===== src/rtl/tcs_consts.vh =====
// constants for the timer clock select and counter core
`ifndef TCS_CONSTS_VH
`define TCS_CONSTS_VH

// ----------------------------------------------------------------------------
// apb register byte addresses
// ----------------------------------------------------------------------------
`define TCS_ADDR_CTRL_A      8'h00
`define TCS_ADDR_CTRL_B      8'h04
`define TCS_ADDR_CNT_LO      8'h08
`define TCS_ADDR_CNT_HI      8'h0c
`define TCS_ADDR_CMP_A_LO    8'h10
`define TCS_ADDR_CMP_A_HI    8'h14
`define TCS_ADDR_FLAGS       8'h18
`define TCS_ADDR_PSC_CTRL    8'h1c

// ----------------------------------------------------------------------------
// field positions
// ----------------------------------------------------------------------------
`define TCS_CTRL_A_WGM_LSB   0
`define TCS_CTRL_B_CS_LSB    0
`define TCS_CTRL_B_WGM_LSB   3
`define TCS_FLAGS_OVF_BIT    0
`define TCS_FLAGS_TOP_BIT    1
`define TCS_FLAGS_BOT_BIT    2
`define TCS_PSC_RESET_BIT    0

// ----------------------------------------------------------------------------
// tick source select codes
// ----------------------------------------------------------------------------
`define TCS_CS_STOP          3'h0
`define TCS_CS_DIV1          3'h1
`define TCS_CS_DIV8          3'h2
`define TCS_CS_DIV64         3'h3
`define TCS_CS_DIV256        3'h4
`define TCS_CS_DIV1024       3'h5
`define TCS_CS_EXT_FALL      3'h6
`define TCS_CS_EXT_RISE      3'h7

// ----------------------------------------------------------------------------
// waveform mode codes used by the counting sequence
// ----------------------------------------------------------------------------
`define TCS_WGM_NORMAL       4'h0
`define TCS_WGM_CTC_A        4'h4
`define TCS_WGM_PC_A         4'hb

// ----------------------------------------------------------------------------
// reset values and fixed figures
// ----------------------------------------------------------------------------
`define TCS_MAX_COUNT        16'hffff
`define TCS_CMP_A_RESET      16'h0000
`define TCS_PSC_WIDTH        10

`endif


===== src/rtl/tcs_timer.v =====
// timer clock select, shared prescaler, pin synchroniser and 16-bit counter
`timescale 1ns/1ps
`include "tcs_consts.vh"

// How it works
// - select 1 ticks every system clock
// - selects 2..5 use taps 8,64,256,1024
// - prescaler free-running, shared by attached timers
// - first prescaled count within 1..N+1 cycles
// - prescaler reset restarts period for all
// - count pin sampled once per clock
// - high-phase latch then rising-edge registers
// - select 7 rising, select 6 falling edges
// - pin edge to count 1.5..2.5 cycles
// - pin clock never goes through prescaler
// - counter steps by one or clears
// - top and bottom indications raised
// - upper-byte address reaches shared holding byte
// - low read latches upper, write loads 16
// - select 0 stops, cpu access stays
// - cpu write beats count and clear
// - four-bit mode split over controls b/a
// - overflow flag set per mode
// - top is fixed max or compare a
// - one holding byte shared by registers
module tcs_timer (
  input  wire        pclk,
  input  wire        presetn,
  input  wire        psel,
  input  wire        penable,
  input  wire        pwrite,
  input  wire [7:0]  paddr,
  input  wire [31:0] pwdata,
  output wire [31:0] prdata,
  output wire        pready,
  output wire        pslverr,
  input  wire        external_count_pin,
  input  wire        psc_reset_ext,
  output wire        timer_tick,
  output reg  [15:0] count_value,
  output reg         top_hit,
  output reg         bottom_hit,
  output wire        overflow_flag
);

  // --------------------------------------------------------------------------
  // apb decode
  // --------------------------------------------------------------------------
  wire acc = psel & penable;
  wire wr  = acc & pwrite;
  wire rd  = acc & ~pwrite;

  function addr_is;
    input [7:0] a;
    input [7:0] ref_a;
    begin
      addr_is = (a == ref_a);
    end
  endfunction

  // one place knows the map, so a hole reads as zero and raises an error
  function addr_mapped;
    input [7:0] a;
    begin
      case (a)
        `TCS_ADDR_CTRL_A,
        `TCS_ADDR_CTRL_B,
        `TCS_ADDR_CNT_LO,
        `TCS_ADDR_CNT_HI,
        `TCS_ADDR_CMP_A_LO,
        `TCS_ADDR_CMP_A_HI,
        `TCS_ADDR_FLAGS,
        `TCS_ADDR_PSC_CTRL: addr_mapped = 1'b1;
        default:            addr_mapped = 1'b0;
      endcase
    end
  endfunction

  wire mapped = addr_mapped(paddr);

  // write strobes, decoded once
  wire cnt_hi_wr = wr & addr_is(paddr, `TCS_ADDR_CNT_HI);
  wire cmp_hi_wr = wr & addr_is(paddr, `TCS_ADDR_CMP_A_HI);
  wire cmp_lo_wr = wr & addr_is(paddr, `TCS_ADDR_CMP_A_LO);
  wire psc_wr    = wr & addr_is(paddr, `TCS_ADDR_PSC_CTRL);

  // read data is taken in the setup cycle, so the access phase shows a flop
  wire setup_rd  = psel & ~penable & ~pwrite;

  assign pready  = 1'b1;
  assign pslverr = acc & ~mapped;

  // --------------------------------------------------------------------------
  // control registers
  // --------------------------------------------------------------------------
  reg  [1:0] timer_control_a_r;
  reg  [4:0] timer_control_b_r;
  reg  [15:0] compare_value_a_r;
  reg  [7:0] hold_byte_r;
  reg        ovf_r;
  reg        top_flag_r;
  reg        bot_flag_r;
  reg  [31:0] prdata_r;
  reg  [7:0] cnt_hi_snap_r;

  wire [2:0] tick_source_select = timer_control_b_r[2:0];
  wire [3:0] waveform_mode_field = {timer_control_b_r[4:3], timer_control_a_r};

  always @(posedge pclk or negedge presetn) begin
    if (!presetn) begin
      timer_control_a_r <= 2'h0;
      timer_control_b_r <= 5'h00;
    end else if (wr) begin
      if (addr_is(paddr, `TCS_ADDR_CTRL_A))
        timer_control_a_r <= pwdata[1:0];
      if (addr_is(paddr, `TCS_ADDR_CTRL_B))
        timer_control_b_r <= pwdata[4:0];
    end
  end

  // --------------------------------------------------------------------------
  // prescaler: free running, reset restarts all taps
  // --------------------------------------------------------------------------
  reg  [9:0] psc_r;
  wire       psc_reset = psc_reset_ext | (psc_wr & pwdata[`TCS_PSC_RESET_BIT]);

  always @(posedge pclk or negedge presetn) begin
    if (!presetn)
      psc_r <= 10'h000;
    else if (psc_reset)
      psc_r <= 10'h000;
    else
      psc_r <= psc_r + 10'h001;
  end

  // a tap pulses once in each period, when its low bits roll to all ones;
  // all taps read the one shared divider, so a reset moves them together
  wire [3:0] tap;

  genvar gi;
  generate
    for (gi = 0; gi < 4; gi = gi + 1) begin : g_tap
      localparam integer TAP_MSB = (gi == 0) ? 2 : (gi == 1) ? 5 : (gi == 2) ? 7 : 9;
      assign tap[gi] = &psc_r[TAP_MSB:0];
    end
  endgenerate

  wire tap8    = tap[0];
  wire tap64   = tap[1];
  wire tap256  = tap[2];
  wire tap1024 = tap[3];

  // --------------------------------------------------------------------------
  // count pin synchroniser and edge detector
  // --------------------------------------------------------------------------
  // the high-phase latch is modelled as a falling-edge capture; this holds
  // the pin value stable for the rising-edge stage and gives the half cycle
  reg pin_lat_r;
  reg pin_sync_r;
  reg pin_prev_r;

  always @(negedge pclk or negedge presetn) begin
    if (!presetn)
      pin_lat_r <= 1'b0;
    else
      pin_lat_r <= external_count_pin;
  end

  always @(posedge pclk or negedge presetn) begin
    if (!presetn) begin
      pin_sync_r <= 1'b0;
      pin_prev_r <= 1'b0;
    end else begin
      pin_sync_r <= pin_lat_r;
      pin_prev_r <= pin_sync_r;
    end
  end

  wire pin_rise = pin_sync_r & ~pin_prev_r;
  wire pin_fall = ~pin_sync_r & pin_prev_r;

  // --------------------------------------------------------------------------
  // tick selection
  // --------------------------------------------------------------------------
  reg tick_sel;

  always @* begin
    case (tick_source_select)
      `TCS_CS_DIV1:     tick_sel = 1'b1;
      `TCS_CS_DIV8:     tick_sel = tap8;
      `TCS_CS_DIV64:    tick_sel = tap64;
      `TCS_CS_DIV256:   tick_sel = tap256;
      `TCS_CS_DIV1024:  tick_sel = tap1024;
      `TCS_CS_EXT_FALL: tick_sel = pin_fall;
      `TCS_CS_EXT_RISE: tick_sel = pin_rise;
      default:          tick_sel = 1'b0;
    endcase
  end

  assign timer_tick = tick_sel;

  // --------------------------------------------------------------------------
  // counter core
  // --------------------------------------------------------------------------
  reg         dir_down_r;
  reg  [15:0] top_val;
  reg  [15:0] count_nxt;
  reg         dir_nxt;
  reg         ovf_set;

  // only the compare-a modes take top from compare a; others run to max
  function mode_uses_cmp_a;
    input [3:0] m;
    begin
      case (m)
        `TCS_WGM_CTC_A: mode_uses_cmp_a = 1'b1;
        `TCS_WGM_PC_A:  mode_uses_cmp_a = 1'b1;
        default:        mode_uses_cmp_a = 1'b0;
      endcase
    end
  endfunction

  always @* begin
    if (mode_uses_cmp_a(waveform_mode_field))
      top_val = compare_value_a_r;
    else
      top_val = `TCS_MAX_COUNT;
  end

  wire at_top    = (count_value == top_val);
  wire at_bottom = (count_value == 16'h0000);
  wire dual_slope = (waveform_mode_field == `TCS_WGM_PC_A);

  always @* begin
    count_nxt = count_value;
    dir_nxt   = dir_down_r;
    ovf_set   = 1'b0;
    if (tick_sel) begin
      if (dual_slope) begin
        if (!dir_down_r && at_top) begin
          dir_nxt   = 1'b1;
          count_nxt = count_value - 16'h0001;
        end else if (dir_down_r && at_bottom) begin
          dir_nxt   = 1'b0;
          count_nxt = count_value + 16'h0001;
          ovf_set   = 1'b1;
        end else if (dir_down_r) begin
          count_nxt = count_value - 16'h0001;
        end else begin
          count_nxt = count_value + 16'h0001;
        end
      end else begin
        dir_nxt = 1'b0;
        if (at_top) begin
          count_nxt = 16'h0000;
          ovf_set   = (top_val == `TCS_MAX_COUNT);
        end else begin
          count_nxt = count_value + 16'h0001;
        end
      end
    end
  end

  wire cnt_lo_wr = wr & addr_is(paddr, `TCS_ADDR_CNT_LO);
  wire cnt_lo_rd = rd & addr_is(paddr, `TCS_ADDR_CNT_LO);

  always @(posedge pclk or negedge presetn) begin
    if (!presetn) begin
      count_value <= 16'h0000;
      dir_down_r  <= 1'b0;
      top_hit     <= 1'b0;
      bottom_hit  <= 1'b0;
    end else begin
      if (cnt_lo_wr)
        count_value <= {hold_byte_r, pwdata[7:0]};
      else
        count_value <= count_nxt;
      dir_down_r <= dir_nxt;
      top_hit    <= at_top;
      bottom_hit <= at_bottom;
    end
  end

  // --------------------------------------------------------------------------
  // holding byte shared by all 16-bit registers, compare a
  // --------------------------------------------------------------------------
  always @(posedge pclk or negedge presetn) begin
    if (!presetn)
      hold_byte_r <= 8'h00;
    else if (cnt_lo_rd)
      hold_byte_r <= cnt_hi_snap_r;
    else if (cnt_hi_wr | cmp_hi_wr)
      hold_byte_r <= pwdata[7:0];
  end

  always @(posedge pclk or negedge presetn) begin
    if (!presetn)
      compare_value_a_r <= `TCS_CMP_A_RESET;
    else if (cmp_lo_wr)
      compare_value_a_r <= {hold_byte_r, pwdata[7:0]};
  end

  // --------------------------------------------------------------------------
  // status flags: set wins over write-one-to-clear
  // --------------------------------------------------------------------------
  wire flg_wr = wr & addr_is(paddr, `TCS_ADDR_FLAGS);

  always @(posedge pclk or negedge presetn) begin
    if (!presetn) begin
      ovf_r      <= 1'b0;
      top_flag_r <= 1'b0;
      bot_flag_r <= 1'b0;
    end else begin
      ovf_r      <= ovf_set | (ovf_r & ~(flg_wr & pwdata[0]));
      top_flag_r <= (tick_sel & at_top) | (top_flag_r & ~(flg_wr & pwdata[1]));
      bot_flag_r <= (tick_sel & at_bottom) | (bot_flag_r & ~(flg_wr & pwdata[2]));
    end
  end

  assign overflow_flag = ovf_r;

  // --------------------------------------------------------------------------
  // read mux
  // --------------------------------------------------------------------------
  reg [7:0] rd_byte;

  always @* begin
    case (paddr)
      `TCS_ADDR_CTRL_A:   rd_byte = {6'h00, timer_control_a_r};
      `TCS_ADDR_CTRL_B:   rd_byte = {3'h0, timer_control_b_r};
      `TCS_ADDR_CNT_LO:   rd_byte = count_value[7:0];
      `TCS_ADDR_CNT_HI:   rd_byte = hold_byte_r;
      `TCS_ADDR_CMP_A_LO: rd_byte = compare_value_a_r[7:0];
      `TCS_ADDR_CMP_A_HI: rd_byte = compare_value_a_r[15:8];
      `TCS_ADDR_FLAGS:    rd_byte = {5'h00, bot_flag_r, top_flag_r, ovf_r};
      default:            rd_byte = 8'h00;
    endcase
  end

  // the upper count byte is snapshotted with the low byte, so the holding
  // byte pairs with the very low byte the cpu sees even while counting
  always @(posedge pclk or negedge presetn) begin
    if (!presetn) begin
      prdata_r      <= 32'h00000000;
      cnt_hi_snap_r <= 8'h00;
    end else if (setup_rd) begin
      prdata_r      <= {24'h000000, rd_byte};
      cnt_hi_snap_r <= count_value[15:8];
    end else begin
      prdata_r      <= 32'h00000000;
    end
  end

  assign prdata = prdata_r;

endmodule // tcs_timer


===== config.mk =====
export PLATFORM = sky130hd
export DESIGN_NAME = tcs_timer
export DESIGN_NICKNAME = d
export VERILOG_FILES = /design/src/rtl/tcs_timer.v
export VERILOG_INCLUDE_DIRS = /design/src /design/src/rtl
export SDC_FILE = /design/constraint.sdc
export NUM_CORES = 1
export LEC_CHECK = 0
export ABC_AREA = 1
export BUFFER_PORTS_ARGS = -buffer_cell sky130_fd_sc_hd__buf_2
export CORE_AREA = 2 2 98 100
export CTS_BUF_LIST = sky130_fd_sc_hd__clkbuf_8
export CTS_CLUSTER_DIAMETER = 150
export DETAILED_ROUTE_END_ITERATION = 10
export DIE_AREA = 0 0 100 102
export GPL_TIMING_DRIVEN = 0
export PLACE_DENSITY_LB_ADDON = 0.3
export SLEW_MARGIN = 5
export SYNTH_ARGS = -nofsm -noshare
export SYNTH_HDL_FRONTEND = slang
export SYNTH_SLANG_ARGS = --single-unit

===== constraint.sdc =====
create_clock -name pclk -period 3.4 [get_ports pclk]
set_input_delay 0.68 -clock pclk [delete_from_list [all_inputs] [get_ports pclk]]
set_output_delay 0.68 -clock pclk [all_outputs]
set_load 0.005 [all_outputs]

==> flow_summary.yaml <==
run_status:
  status: "finished clean"
sta:
  max_slew_margin_pct: 40.8
  finalCritPeriodShare_pct: 90.7
  tightest_slew_ns: 0.884
  setup_viol: 0
  fin_setup_tns_ns: 0
  hold_viol_final: 0
  fin_crit_ns: 3.08
  rsz0062_at_grt: "false"
  clock_skew_ns: 0.0155
  finalMaxSlewViolations: 0
  max_freq_mhz: 324
  setup_ws_ns: 0.316
yosys:
  ys_seq_area_share_pct: 36.6
  syn-instance-count: 834
  synth_cell_types: 40
  yosys_register_bits: 82
  synth_area_leaders: "dfrtp_1 (36%), nand2_1 (16%), inv_1 (7.0%)"
  yosysMostFrequentCell: "nand2_1"
  async_reset_ff_share_pct: 100
  postSynthAreaPerCell_sq_um: 6.73
  ys_warn_count: 0
  synth_area_leader_cell: "dfrtp_1"
  synthTopCellsByCount: "nand2_1 (244), inv_1 (105), dfrtp_1 (81)"
  syn_area_sq_um: 5610
  synth_edf_count: 0
  synth-main-ff-cell: "dfrtp_1"
  synth_top_area_share_pct: 36.1
floorplanning:
  start_util_pct: 61.6
  die_area_sq_um: 10200
  rows: 35
  core_sq_um: 9110
  die_h_microns: 102
  ioPinCount: 101
  die_width_microns: 100
place:
  dp_hpwl_microns: 13100
  gp_congestion: 1.05
  pre_cts_slack_ns: 0.401
  dp_cells: 1020
  io_buffers: 51
  placed_area_sq_um: 6120
critical_path:
  rr_startpoint: "psc_r[0]$_DFF_PN0_"
  reg2reg_to: "count_value[10]$_DFFE_PN0P_"
  cp_data_required_time_ns: 3.70
  r2r_cells: 14
  path_depth: 14
  worst_path_max_delay_cell: "nor2_1"
  regToRegSetupSlack_ns: 0.32
  critPathMaxStageDelay_ns: 0.70
  path_cells: "ha_1 -> nand4_1 -> nor2_1 -> nand2_1 -> nor2_1 -> o211ai_1 -> nand3_1 -> nand2_1 -> inv_1 -> nor2_1 -> inv_1 -> o22ai_1 -> inv_1 -> nand2_1"
  critPathLaunch: "psc_r[0]$_DFF_PN0_"
  crit_buf_inv: 3
  critPathMaxFanout: 9
  cp_data_arrival_time_ns: 3.38
  crit_family: "simple AND/OR/NAND/NOR gates"
  end_kind: "register"
  start_kind: "register"
  crit_type: "register to register"
layout:
  area.growth.synth_to_final_pct: 12.7
  fillerInstances: 829
  design_area_sq_um: 6320
  final_nets: 971
  drive_gt1_share_pct: 12.3
  fin_cells: 1036
  diodes: 0
power:
  power_density_nw_per_um2: 444
  switching_share_pct: 39.5
  p_switching_mw: 1.11
  ir_worst_vdd_mv: 0.404
  cell_internal_pwr_mw: 1.70
  seqPwrFrac_pct: 41.1
  power_frac_clock_pct: 26.6
  power.static_leakage_nw: 3.24
  p_comb_share_pct: 32.3
detailed_routing:
  wl_microns: 17500
  drt-pass1-iter-count: 5
  drc: 0
  drtAntennaViolNets: 0
  first_iter_violations: 873
  dr_total_vias: 5994
  wire_per_inst_microns: 16.9
  viasPerCell: 5.79
clocking:
  clock-sinks: 82
  clock_path_buffers: 2
  htreeDepth: 3
  numCtsBuffers: 9
  root_buffer: "clkbuf_8"
  clkLatencyLatePin_ns: 0.35
  cts_tree: "yes"
  clk_transition_reported_paths_ns: 0.10
  cts_resized: 0
  cts_setup_buffers: 0
  holdBufCountCts: 0
global_routing:
  grt_overflow: 0
  grt_antenna_before_repair: 0
  grt_pass1_vias: 5425
  gr-usage-all-layers_pct: 36.5
  grt_pass1_wl_microns: 28500
  grt_max_degree: 61
flow_run:
  maxCapViolCount: 0
min_path:
  worstHoldPathType: "input port to async pin"
[sequential cells by signal, summed over array words and instances (netlist names)]
name               count
bot_flag_r             1
pin_sync_r             1
dir_down_r             1
pin_lat_r              1
prdata                 8
timer_control_a_r      2
top_hit                1
top_flag_r             1
timer_control_b_r      5
pin_prev_r             1
compare_value_a_r     16
overflow_flag          1
bottom_hit             1
hold_byte_r            8
psc_r                 10
count_value           16
cnt_hi_snap_r          8
[cell type report]
class                      instances  area (sq um)  area share (%)
multi-input combinational        619          2940            46.5
sequential                        82          2050            32.4
inverter                         110           413            6.53
buffer                            46           289            4.57
timing repair buffer              52           285            4.51
tap                              111           139            2.20
clock buffer                      10           138            2.18
clock inverter                     6          65.1            1.03
[cell families after synthesis]
logic type | after synthesis | share of synthesized area (%)
AOI/OAI and AO/OA | 140 | 13.7
xor gates and xnor gates | 20 | 3.12
adders and majority gates | 4 | 0.892
buffers and inverters | 156 | 12.5
DFF | 82 | 36.6
other | 2 | 0.134
and+or+nand+nor | 430 | 33.1
[layer usage]
metal	up-vias	share of wire, %	wire [microns]	track usage [%]
li1	2810	-	-	-
met1	2678	41	7250	52.9
met2	440	42	7350	53.1
met3	66	12	2110	7.73
met4	0	4.4	770	16.0
met5	-	0	0	0
[power groups by stage]
stage	registers (mW)	clock network, mW	logic [mW]
floorplan	1.14	0	0.572
global placement	1.17	0	0.848
detailed placement	1.17	0	0.860
CTS	1.15	0.749	0.870
global route	1.17	0.783	1.00
finish	1.15	0.746	0.907
[metrics by stage]
stage	utilization (%)	power, mW	hold slack [ns]
after floorplan	-	1.71	0.354
after global placement	66.9	2.02	0.376
after detailed placement	67.2	2.03	0.382
after CTS	69.4	2.77	0.223
after global routing	69.4	2.95	0.233
final	69.4	2.81	0.204
[layout by cell type (no fill, tap or decap), types with 2 or more instances in the layout]
cell / netlist / routed
inv_1: 105 / 106
a221oi_1: 2 / 2
nor2_8: 2 / 2
o21a_1: 2 / 2
nor3b_1: 2 / 2
clkbuf_8: 0 / 10
clkbuf_1: 14 / 14
buf_4: 26 / 27
ha_1: 4 / 4
nand2_2: 6 / 6
o21ai_0: 63 / 63
buf_2: 3 / 53
clkinv_1: 4 / 4
o31ai_1: 3 / 3
nor3_1: 14 / 14
xnor2_1: 2 / 2
dfrtp_1: 81 / 81
xor2_1: 18 / 18
conb_1: 2 / 25
inv_6: 0 / 2
o22ai_1: 17 / 17
nand2_4: 3 / 3
a21oi_1: 32 / 32
nand4_1: 17 / 17
a31oi_1: 8 / 8
buf_6: 2 / 2
nor2_2: 2 / 2
nor4_1: 4 / 4
nand3_1: 56 / 56
o21ai_1: 8 / 8
nor2_1: 78 / 78
nand2_1: 244 / 244
[how the worst max path moves through the flow]
stage	to	slack (ns)
4_1_cts	timer_tick	0.39
6_report	count_value[10]$_DFFE_PN0P_	0.32
2_1_floorplan	pin_lat_r$_DFF_NN0_	0.88
5_1_grt	timer_tick	0.08
3_5_place_dp	count_value[8]$_DFFE_PN0P_	0.40
3_3_place_gp	pin_lat_r$_DFF_NN0_	-0.55
(Power assumes the default switching activity.)
